**config.mk**
```make
export PLATFORM = sky130hd
export DESIGN_NAME = counter_relay
export DESIGN_NICKNAME = d
export VERILOG_FILES = /design/src/counter_relay_pkg.sv /design/src/counter_relay.sv
export VERILOG_INCLUDE_DIRS = /design/src /design/src/src
export SDC_FILE = /design/constraint.sdc
export NUM_CORES = 1
export LEC_CHECK = 0
export BUFFER_PORTS_ARGS = -buffer_cell sky130_fd_sc_hd__buf_2
export CAP_MARGIN = 20
export CORE_MARGIN = 10
export CORE_UTILIZATION = 60
export DETAILED_ROUTE_END_ITERATION = 8
export MAX_ROUTING_LAYER = met4
export PLACE_DENSITY = 0.77
export REMOVE_ABC_BUFFERS = 1
export SLEW_MARGIN = 40
export SYNTH_ARGS = -nofsm -noshare
export SYNTH_HDL_FRONTEND = slang
export SYNTH_SLANG_ARGS = --single-unit
```
**constraint.sdc**
```tcl
create_clock -name mclk -period 19 [get_ports mclk]
set_clock_uncertainty 0.2 [all_clocks]
set_input_delay 0 -clock mclk [delete_from_list [all_inputs] [get_ports mclk]]
set_output_delay 0 -clock mclk [all_outputs]
set_load 0.01 [all_outputs]
```
**src/counter_relay_cfg.svh**
```systemverilog
// offsets, reset values, limits and timing counts of the pulse counter and relay block
`ifndef COUNTER_RELAY_CFG_SVH
`define COUNTER_RELAY_CFG_SVH

// register word offsets (byte addresses, one 32-bit word each)
`define OFS_CTRL 8'h00
`define OFS_COUNT_LIMIT 8'h04
`define OFS_DISPLAY_UPPER 8'h08
`define OFS_DELAY_ONE 8'h0C
`define OFS_DELAY_TWO 8'h10
`define OFS_BUS_ADDRESS 8'h14
`define OFS_COUNT_STATUS 8'h18
`define OFS_DISPLAY_STATUS 8'h1C

// reset values
`define CTRL_RESET 12'h000
`define COUNT_LIMIT_RESET 16'h03E8
`define DISPLAY_UPPER_RESET 16'h03E8
`define DELAY_RESET 8'h01
`define BUS_ADDRESS_RESET 8'h00

// ranges
`define MEAS_MAX 16'h270F
`define BUS_ADDRESS_MAX 8'hEF
`define DELAY_MIN 8'h01
`define DELAY_MAX 8'hC8

// timing: one delay step is 0.01 s
`define DELAY_STEP_MS 10
`define MCLK_PERIOD_NS 50
`define DELAY_STEP_CYCLES ((`DELAY_STEP_MS * 1000000) / `MCLK_PERIOD_NS)

`endif

```
**src/counter_relay_pkg.sv**
```systemverilog
// types shared by the pulse counter and relay block and its bench
package counter_relay_pkg;

    // output function selection, register field code
    typedef enum logic [2:0] {
        no_output = 3'b000,
        two_point_control = 3'b001,
        three_point_control = 3'b010,
        two_point_with_alarm = 3'b011,
        common_alarm_mode = 3'b100,
        individual_alarm_mode = 3'b101
    } out_func_type;

    // range-limit handling
    typedef enum logic [1:0] {
        limit_off = 2'b00,
        limit_error_indication = 2'b01,
        limit_clamping = 2'b10
    } range_limit_type;

    // scaling divider sequencer
    typedef enum logic [1:0] {
        div_load = 2'b00,
        div_run = 2'b01,
        div_done = 2'b10
    } div_state_type;

    // control register, bit 11 downward to bit 0
    typedef struct packed {
        logic err_pref_two;
        logic err_pref_one;
        logic [2:0] point_position;
        out_func_type output_function_select;
        range_limit_type range_limit_mode;
        logic serial_input_type;
        logic count_down;
    } ctrl_type;

    // register port request
    typedef struct packed {
        logic wr;
        logic rd;
        logic [7:0] addr;
        logic [31:0] wdata;
    } reg_req_type;

    // word delivered by the serial link
    typedef struct packed {
        logic valid;
        logic init;
        logic [7:0] addr;
        logic [15:0] value;
    } serial_word_type;

    // switching and alarm conditions from the set-point evaluator
    typedef struct packed {
        logic sw_one;
        logic sw_two;
        logic alarm_min;
        logic alarm_max;
    } switch_cond_type;

endpackage : counter_relay_pkg

```
**src/counter_relay.sv**
```systemverilog
// pulse counter with scaling, range limits, serial display input and two delayed relays
//
// Contract
// - holds configurable upper count limit after prescaler
// - holds display value shown at limit
// - decimal point position applied to display
// - limit off: count runs to measuring maximum
// - error mode: over/under range shows error
// - clamp mode: overflow shows limit, underflow zero
// - down counter lower bound fixed at zero
// - serial mode: no measuring of input
// - serial mode: display shows serially delivered value
// - serial mode: relays still follow displayed value
// - bus address settable from 0 to 239
// - bus initialisation resets stored bus address
// - no function: both relays open
// - two-point: relay two is inverse of one
// - three-point: relays follow functions one, two
// - two-point alarm: relay two closes on alarm
// - common and individual alarm relay mapping
// - per-output delay 0.01 to 2.00 seconds
// - error forces each output to preferred state
// - output two own settings in three-point
//
// Our own choices: the plain strobed port and the address map.
`timescale 1ns/100ps
`include "counter_relay_cfg.svh"

module counter_relay #(
    parameter int unsigned STEP_CYCLES = `DELAY_STEP_CYCLES // cycles per 0.01 s delay step
) (
    input wire logic mclk, // system clock, 20 MHz
    input wire logic rst, // synchronous reset, active high
    input wire counter_relay_pkg::reg_req_type req, // register port request
    output logic [31:0] rd_data, // read data, cycle after read strobe
    input wire logic count_pulse, // one prescaled pulse, one cycle high
    input wire logic count_clear, // counter restart, level
    input wire counter_relay_pkg::serial_word_type serial_in, // serial link word
    input wire counter_relay_pkg::switch_cond_type cond, // switching and alarm conditions
    output logic [15:0] display_value, // value on display and fed to evaluator
    output logic [2:0] point_position, // decimal point position
    output logic limit_error, // error indication shown
    output logic relay_one, // relay one contact, 1 = closed
    output logic relay_two, // relay two contact, 1 = closed
    output logic [7:0] bus_address // stored bus address
);
    import counter_relay_pkg::*;

    // configuration registers
    ctrl_type ctrl; // mode bits
    logic [15:0] count_upper_limit; // limit of prescaled count
    logic [15:0] display_upper_value; // value shown at the limit
    logic [7:0] output_one_delay; // steps of 0.01 s
    logic [7:0] output_two_delay; // steps of 0.01 s

    // counter state
    logic [15:0] count; // prescaled count
    logic count_over; // count left the range upward
    logic count_under; // count left the range downward

    // scaling divider state
    div_state_type div_state; // sequencer state
    logic [31:0] dividend; // shifts out dividend, shifts in quotient
    logic [16:0] remainder; // partial remainder
    logic [15:0] divisor; // latched count limit
    logic [4:0] div_step; // iteration count

    // address decode
    // only the low byte of the address is decoded; there is no bus error
    wire wr_ctrl = req.wr && (req.addr == `OFS_CTRL);
    wire wr_limit = req.wr && (req.addr == `OFS_COUNT_LIMIT);
    wire wr_upper = req.wr && (req.addr == `OFS_DISPLAY_UPPER);
    wire wr_delay_one = req.wr && (req.addr == `OFS_DELAY_ONE);
    wire wr_delay_two = req.wr && (req.addr == `OFS_DELAY_TWO);
    wire wr_address = req.wr && (req.addr == `OFS_BUS_ADDRESS);

    // delay values outside the documented span are refused
    function automatic logic delay_ok(input logic [7:0] value);
        delay_ok = (value >= `DELAY_MIN) && (value <= `DELAY_MAX);
    endfunction : delay_ok

    // a refused delay keeps the old value, so a bad write never stops a relay
    // configuration writes
    always_ff @(posedge mclk) begin
        if (rst) begin
            ctrl <= `CTRL_RESET;
            count_upper_limit <= `COUNT_LIMIT_RESET;
            display_upper_value <= `DISPLAY_UPPER_RESET;
            output_one_delay <= `DELAY_RESET;
            output_two_delay <= `DELAY_RESET;
        end else begin
            if (wr_ctrl) ctrl <= req.wdata[11:0];
            if (wr_limit) count_upper_limit <= req.wdata[15:0];
            if (wr_upper) display_upper_value <= req.wdata[15:0];
            if (wr_delay_one && delay_ok(req.wdata[7:0])) output_one_delay <= req.wdata[7:0];
            if (wr_delay_two && delay_ok(req.wdata[7:0])) output_two_delay <= req.wdata[7:0];
        end
    end

    // bus address; the initialisation command beats a write in the same cycle
    // an address above the range is dropped whole, never clipped
    wire serial_init = serial_in.valid && serial_in.init;
    wire address_ok = req.wdata[7:0] <= `BUS_ADDRESS_MAX;
    always_ff @(posedge mclk) begin
        if (rst) begin
            bus_address <= `BUS_ADDRESS_RESET;
        end else if (serial_init) begin
            bus_address <= `BUS_ADDRESS_RESET;
        end else if (wr_address && address_ok) begin
            bus_address <= req.wdata[7:0];
        end
    end

    // counting only when measuring; serial mode ignores the input
    wire measuring = !ctrl.serial_input_type;
    wire bounded = ctrl.range_limit_mode != limit_off;
    wire up_stop = bounded ? (count >= count_upper_limit) : (count >= `MEAS_MAX);
    wire [15:0] restart_value = ctrl.count_down ? count_upper_limit : 16'h0000;

    // counter; the lower bound of a down count is always zero
    // a held clear wins over pulses, like the restart pin
    always_ff @(posedge mclk) begin
        if (rst) begin
            count <= 16'h0000;
            count_over <= 1'b0;
            count_under <= 1'b0;
        end else if (count_clear) begin
            count <= restart_value;
            count_over <= 1'b0;
            count_under <= 1'b0;
        end else if (measuring && count_pulse) begin
            if (ctrl.count_down) begin
                if (count == 16'h0000) begin
                    count_under <= 1'b1;
                end else begin
                    count <= count - 16'h0001;
                end
            end else if (up_stop) begin
                count_over <= bounded;
            end else begin
                count <= count + 16'h0001;
            end
        end
    end

    // clamp mode shows the limit or zero; others use the raw count
    // a quotient too wide for the display saturates rather than wrapping
    wire clamping = ctrl.range_limit_mode == limit_clamping;
    wire [15:0] count_shown = (clamping && count_under) ? 16'h0000 :
        ((clamping && (count_over || count > count_upper_limit)) ? count_upper_limit : count);
    wire [31:0] product = {16'h0000, count_shown} * {16'h0000, display_upper_value};
    wire [16:0] rem_shift = {remainder[15:0], dividend[31]};
    wire rem_ge = rem_shift >= {1'b0, divisor};
    wire [16:0] rem_next = rem_ge ? (rem_shift - {1'b0, divisor}) : rem_shift;
    wire [15:0] quotient = (divisor == 16'h0000) ? 16'h0000 :
        ((dividend[31:16] != 16'h0000) ? 16'hFFFF : dividend[15:0]);

    // restoring divider, restarts continuously so the display tracks the count
    // one pass is 34 cycles; a count change shows within two passes
    always_ff @(posedge mclk) begin
        if (rst) begin
            div_state <= div_load;
            dividend <= 32'h0000_0000;
            remainder <= 17'h0_0000;
            divisor <= 16'h0000;
            div_step <= 5'h00;
        end else begin
            case (div_state)
                div_load: begin // snapshot the operands
                    dividend <= product;
                    divisor <= count_upper_limit;
                    remainder <= 17'h0_0000;
                    div_step <= 5'h00;
                    div_state <= div_run;
                end
                div_run: begin // one quotient bit a cycle
                    dividend <= {dividend[30:0], rem_ge};
                    remainder <= rem_next;
                    div_step <= div_step + 5'h01;
                    if (div_step == 5'h1F) div_state <= div_done;
                end
                div_done: div_state <= div_load; // result is read here
                default: div_state <= div_load;
            endcase
        end
    end

    // serial value words count only when addressed to this unit; init words act at any address
    // an init word carries no value, so it never reaches the display
    wire serial_take = serial_in.valid && !serial_in.init && (serial_in.addr == bus_address);
    wire range_fault = measuring && (ctrl.range_limit_mode == limit_error_indication)
        && (count_over || count_under || count > count_upper_limit);

    // displayed value and error indication
    always_ff @(posedge mclk) begin
        if (rst) begin
            display_value <= 16'h0000;
            limit_error <= 1'b0;
            point_position <= 3'h0;
        end else begin
            point_position <= ctrl.point_position;
            limit_error <= range_fault;
            if (!measuring) begin
                if (serial_take) display_value <= serial_in.value;
            end else if (div_state == div_done) begin
                display_value <= quotient;
            end
        end
    end

    // relay demands per output function; conditions come from the displayed value
    wire any_alarm = cond.alarm_min || cond.alarm_max;
    logic [1:0] want; // wanted contact states, bit 0 relay one
    always_comb begin
        case (ctrl.output_function_select)
            no_output: want = 2'b00;
            two_point_control: want = {!cond.sw_one, cond.sw_one};
            three_point_control: want = {cond.sw_two, cond.sw_one};
            two_point_with_alarm: want = {any_alarm, cond.sw_one};
            common_alarm_mode: want = {any_alarm, !any_alarm};
            individual_alarm_mode: want = {cond.alarm_min, cond.alarm_max};
            default: want = 2'b00;
        endcase
    end

    // output two shares output one's settings except in three-point mode
    // forcing skips the delay timers: an error reaches the contacts at once
    wire three_point = ctrl.output_function_select == three_point_control;
    wire [7:0] delay_two = three_point ? output_two_delay : output_one_delay;
    wire pref_two = three_point ? ctrl.err_pref_two : ctrl.err_pref_one;
    wire [15:0] delay_sel = {delay_two, output_one_delay};
    wire [1:0] pref_sel = {pref_two, ctrl.err_pref_one};
    wire fn_none = ctrl.output_function_select == no_output;
    wire [1:0] force_on = {2{fn_none || limit_error}};
    wire [1:0] force_val = fn_none ? 2'b00 : pref_sel;
    wire [1:0] relay_q; // contact states
    wire [1:0] hit; // delay expired this cycle

    // per-output switching delay; the timer restarts whenever the demand drops away
    genvar gi;
    generate
        for (gi = 0; gi < 2; gi = gi + 1) begin : g_out
            logic [17:0] step_cnt; // cycles within one 0.01 s step
            logic [7:0] steps; // whole steps elapsed
            logic q; // this output's contact state, one writer per flop
            wire [7:0] delay_now = delay_sel[gi*8 +: 8];
            wire pending = want[gi] != relay_q[gi];
            wire step_end = step_cnt == 18'(STEP_CYCLES - 1);
            assign hit[gi] = pending && step_end && ((steps + 8'h01) >= delay_now);
            assign relay_q[gi] = q;
            always_ff @(posedge mclk) begin
                if (rst) begin
                    step_cnt <= 18'h0_0000;
                    steps <= 8'h00;
                    q <= 1'b0;
                end else if (force_on[gi]) begin
                    q <= force_val[gi];
                    step_cnt <= 18'h0_0000;
                    steps <= 8'h00;
                end else if (!pending) begin
                    step_cnt <= 18'h0_0000;
                    steps <= 8'h00;
                end else if (hit[gi]) begin
                    q <= want[gi];
                    step_cnt <= 18'h0_0000;
                    steps <= 8'h00;
                end else if (step_end) begin
                    step_cnt <= 18'h0_0000;
                    steps <= steps + 8'h01;
                end else begin
                    step_cnt <= step_cnt + 18'h0_0001;
                end
            end
        end
    endgenerate

    // relay pins straight from flops
    // the extra flop costs a cycle but keeps decode glitches off the pins
    always_ff @(posedge mclk) begin
        if (rst) begin
            relay_one <= 1'b0;
            relay_two <= 1'b0;
        end else begin
            relay_one <= relay_q[0];
            relay_two <= relay_q[1];
        end
    end

    // read mux; unmapped offsets read zero
    // status words are read only; writes to them fall out of the decode
    logic [31:0] next_rd_data; // word for the next cycle
    always_comb begin
        case (req.addr)
            `OFS_CTRL: next_rd_data = {20'h0_0000, ctrl};
            `OFS_COUNT_LIMIT: next_rd_data = {16'h0000, count_upper_limit};
            `OFS_DISPLAY_UPPER: next_rd_data = {16'h0000, display_upper_value};
            `OFS_DELAY_ONE: next_rd_data = {24'h00_0000, output_one_delay};
            `OFS_DELAY_TWO: next_rd_data = {24'h00_0000, output_two_delay};
            `OFS_BUS_ADDRESS: next_rd_data = {24'h00_0000, bus_address};
            `OFS_COUNT_STATUS: next_rd_data = {14'h0000, count_under, count_over, count};
            `OFS_DISPLAY_STATUS:
                next_rd_data = {13'h0000, relay_two, relay_one, limit_error, display_value};
            default: next_rd_data = 32'h0000_0000;
        endcase
    end

    // read data valid only in the cycle after the strobe
    always_ff @(posedge mclk) begin
        if (rst) rd_data <= 32'h0000_0000;
        else if (req.rd) rd_data <= next_rd_data;
        else rd_data <= 32'h0000_0000;
    end

    // checks
    a_serial_no_count: assert property (@(posedge mclk) disable iff (rst)
        (ctrl.serial_input_type && count_pulse && !count_clear) |=> $stable(count))
        else $error("count moved in serial mode");
    a_addr_range: assert property (@(posedge mclk) disable iff (rst)
        bus_address <= `BUS_ADDRESS_MAX)
        else $error("bus address above range");
    a_init_addr: assert property (@(posedge mclk) disable iff (rst)
        serial_init |=> (bus_address == `BUS_ADDRESS_RESET))
        else $error("init did not reset address");
    a_none_open: assert property (@(posedge mclk) disable iff (rst)
        fn_none [*3] |-> (!relay_one && !relay_two))
        else $error("relay closed with no function");
    a_error_pref: assert property (@(posedge mclk) disable iff (rst)
        (limit_error && !fn_none) [*3] |-> (relay_one == $past(ctrl.err_pref_one)))
        else $error("relay one not at preferred state");
    a_down_floor: assert property (@(posedge mclk) disable iff (rst)
        (measuring && ctrl.count_down && count == 16'h0000 && count_pulse && !count_clear)
        |=> (count == 16'h0000 && count_under))
        else $error("down count passed zero");
    a_up_ceiling: assert property (@(posedge mclk) disable iff (rst)
        (ctrl.range_limit_mode == limit_off && !ctrl.count_down && count_pulse
        && !count_clear && measuring && count < `MEAS_MAX) |=> (count == $past(count) + 16'h0001))
        else $error("unbounded count did not advance");
    a_delay_filter: assert property (@(posedge mclk) disable iff (rst)
        $changed(relay_q[0]) |-> ($past(force_on[0]) || $past(hit[0])))
        else $error("relay one switched before its delay");
    a_error_flag: assert property (@(posedge mclk) disable iff (rst)
        (measuring && ctrl.range_limit_mode == limit_error_indication && count_over)
        |=> limit_error)
        else $error("overflow not shown as error");
    a_serial_display: assert property (@(posedge mclk) disable iff (rst)
        (ctrl.serial_input_type && serial_take) |=> (display_value == $past(serial_in.value)))
        else $error("serial value not displayed");
    a_three_point: assert property (@(posedge mclk) disable iff (rst)
        (three_point && !limit_error && relay_q[1] != cond.sw_two && !hit[1]) [*2]
        |-> $stable(relay_q[1]))
        else $error("relay two moved without its delay");
    a_count_ceiling: assert property (@(posedge mclk) disable iff (rst)
        (measuring && bounded && !ctrl.count_down && count_pulse && !count_clear
        && count >= count_upper_limit) |=> ($stable(count) && count_over))
        else $error("bounded count passed its limit");
    a_delay_two: assert property (@(posedge mclk) disable iff (rst)
        $changed(relay_q[1]) |-> ($past(force_on[1]) || $past(hit[1])))
        else $error("relay two switched before its delay");
    a_serial_no_error: assert property (@(posedge mclk) disable iff (rst)
        ctrl.serial_input_type |=> !limit_error)
        else $error("error shown in serial mode");
    a_addr_refused: assert property (@(posedge mclk) disable iff (rst)
        (wr_address && !address_ok && !serial_init) |=> $stable(bus_address))
        else $error("bus address above range taken");
    a_delay_refused: assert property (@(posedge mclk) disable iff (rst)
        (wr_delay_one && !delay_ok(req.wdata[7:0])) |=> $stable(output_one_delay))
        else $error("delay outside span taken");
    a_point_copy: assert property (@(posedge mclk) disable iff (rst)
        1'b1 |=> (point_position == $past(ctrl.point_position)))
        else $error("point position not applied");

endmodule : counter_relay

```
==> impl_metrics.ini <==
[run_status]
status = finished, final reports clean

[placement]
place.gp.congestion = 0.9957
place_inst = 3121
hpwl_um = 48300
io_buffer_count = 108

[sta]
max_freq_mhz = 105.4
hold_violations = 0
drv_slew = 0
min_period_over_period_pct = 49.92
setup_viol = 0
tightest_slew_ps = 879.6
slew-limit-headroom_pct = 41.28
min_period_ps = 9485
rsz0062_at_grt = false
setup_tns_ps = 0

[global_route]
grt_pass1_wl_um = 105800
overflow = 0
grt_pass1_vias = 20210
grt_max_degree = 69
track_usage_pct = 30.24
antenna_found_initial = 1

[synthesis]
async_flop_share_pct = 0
yosysTopAreaCell = dfxtp_1
ys_types = 88
synthCells = 2643
synth_area_leaders = dfxtp_1 23%, fa_1 18%, ha_1 9.7%
synth-edff-count = 0
yosysWarningCount = 0
syn-cell-area_um2 = 22080
synth.most_common_cell = nand2_1
ys.flop_type = dfxtp_1
seq_area_frac_synth_pct = 22.85
syn_avg_cell_area_um2 = 8.353
synthTopCellsByCount = 371 x nand2_1, 296 x inv_1, 252 x dfxtp_1
yosysTopAreaCellShare_pct = 22.85
ys_ff_latch = 252

[clock_tree]
cts-root-buf = clkbuf_16
cts_made_buffers = 26
cts_sinks = 252
clkLatencyLatePin_ps = 560
clk_pin_slew_ps = 70
htreeDepth = 1
cts_buffer_depth = 3
cts_resized = 0
cts_tree = built

[detailed_routing]
routed_wl_um = 65520
firstDrtPassIters = 5
postRouteAntennaNets = 0
vias_per_cell = 6.067
route.detailed.drc = 0
drt_iter0_markers = 1531
routedWlPerCell_um = 20.34
vias = 19540

[power]
ir_drop_mv = 0.1144
switchingPower_w = 0.0004707
p_leak_nw = 10.93
p_comb_share_pct = 26.6
p_clk_share_pct = 35.8
p_per_area_nw_per_um2 = 61.41
finalPower_w = 0.001495
power.share.sequential_pct = 37.6
intPower_w = 0.001024
swShare_pct = 31.48

[cells_and_area]
diodes = 0
stdcell_count = 3221
nNetsFinal = 3180
final.fill_count = 3013
syn_to_final_growth_pct = 10.28
utilization_pct = 66.82
drive_gt1_share_pct = 8.282

[floorplan]
die-area_um2 = 44870
num_rows = 70
start_util_pct = 60.59
coreArea_um2 = 36430
die_y_um = 211.8
ios = 138
die_w_um = 211.8

[worst_setup_path]
slowest_stage = dfxtp_1
critPathKind = reg -> reg
cp-start-kind = flop
arrival_ps = 9760
crit_fanout = 16
required_ps = 19280
critPathCaptureType = flop
cpPeakStageDelay_ps = 580

[job]
max_cap_violations = 0

[worst_hold_path]
hp-class = in -> reg
path summary, 6_finish.rpt:
kind	startpoint	end	slack, ps	depth (start not counted)
worst max-delay path	count_upper_limit[5]$_SDFFE_PP1P_	dividend[29]$_SDFFE_PP0P_	9520	30
worst min-delay path	req[9]	display_upper_value[9]$_SDFFE_PP1P_	60	4
worst max register to register	count_upper_limit[5]$_SDFFE_PP1P_	dividend[29]$_SDFFE_PP0P_	9520	30
worst min register to register	g_out[0].step_cnt[0]$_SDFF_PP0_	g_out[0].step_cnt[0]$_SDFF_PP0_	260	1
critical path: cells and delay by family, from the launching register on:
kind	cells	cell delay, ps
AOI/OAI and AO/OA	12	3280
xor gates and xnor gates	1	180
adders and majority gates	8	3900
buffers and inverters	6	360
DFF	1	580
muxes	1	220
and+or+nand+nor	2	670
cells by family (layout without fill, tap and decap cells):
kind of cell,after synthesis,count (layout),synth area share (%)
compound gates,476,476,14.60
mux,72,72,3.276
buf+inv,434,532,7.866
flops,252,252,22.85
simple gates,927,927,19.38
xor+xnor,113,113,4.483
fa+ha+maj,368,368,27.52
other cells,1,13,0.01699
timing repair:
| item | CTS | global route |
|---|---|---|
| hold endpoints to repair | 126 | 0 |
| setup buffers | 0 | 0 |
| setup endpoints to repair | 0 | 0 |
| hold buffers | 55 | 0 |
power by group through the flow:
stage               Sequential, W  Clock [W]  Combinational (W)
detailed placement       0.000574          0           0.000384
finish                   0.000563   0.000535           0.000397
global route             0.000565   0.000564           0.000442
CTS                      0.000562   0.000542           0.000395
global placement         0.000574          0           0.000374
floorplan                0.000570          0           0.000287
layout by cell type (no fill, tap or decap), drive strengths merged, types with 55 or more instances in the layout:
master       instances
fa                 196
dlygate4sd3         55
nor2               233
and2               132
buf                134
nand2              372
inv                300
o21ai               92
xnor2               60
ha                 172
dfxtp              252
mux2i               70
a21oi              127
through the flow:
| stage | setup slack, ps | hold WS [ps] | cell area, um^2 |
|---|---|---|---|
| after floorplan | 10750 | -131.1 | 21500 |
| after global placement | 9549 | 73.32 | 22850 |
| after detailed placement | 9678 | 79.18 | 22900 |
| after CTS | 9641 | 45.05 | 24330 |
| after global routing | 8963 | 68.81 | 24350 |
| final | 9515 | 55.56 | 24350 |
cell type report:
| cell class | instances | area (um^2) | area share [%] |
|---|---|---|---|
| inverter | 298 | 1119 | 4.594 |
| multi-input combinational | 1969 | 15410 | 63.31 |
| clock inverter | 10 | 130.1 | 0.5345 |
| timing repair buffer | 189 | 1289 | 5.293 |
| tap | 468 | 585.6 | 2.405 |
| clock buffer | 35 | 755.7 | 3.104 |
| sequential | 252 | 5054 | 20.76 |
layer usage:
layer  up-vias  global-route usage, %  part of all wire [%]
met2       845                  49.83                    48
met3       189                  5.442                   8.1
met4         0                  13.51                   4.4
met1      9539                  35.57                    40
li1       8969                      -                     -
met5         -                      -                     0
state kept, by name, indices dropped and copies added, names as in the netlist, 3 cells and up:
signal and flops:
div_step 5, output_two_delay 8, rd_data 19, point_position 3, g_out.step_cnt 36, display_upper_value 16, bus_address 8, g_out.delay_now 8
count_upper_limit 16, divisor 16, remainder 16, dividend 32, count 16, display_value 16, ctrl 12, g_out.steps 16
No activity file was read; power rests on OpenSTA's default activity.
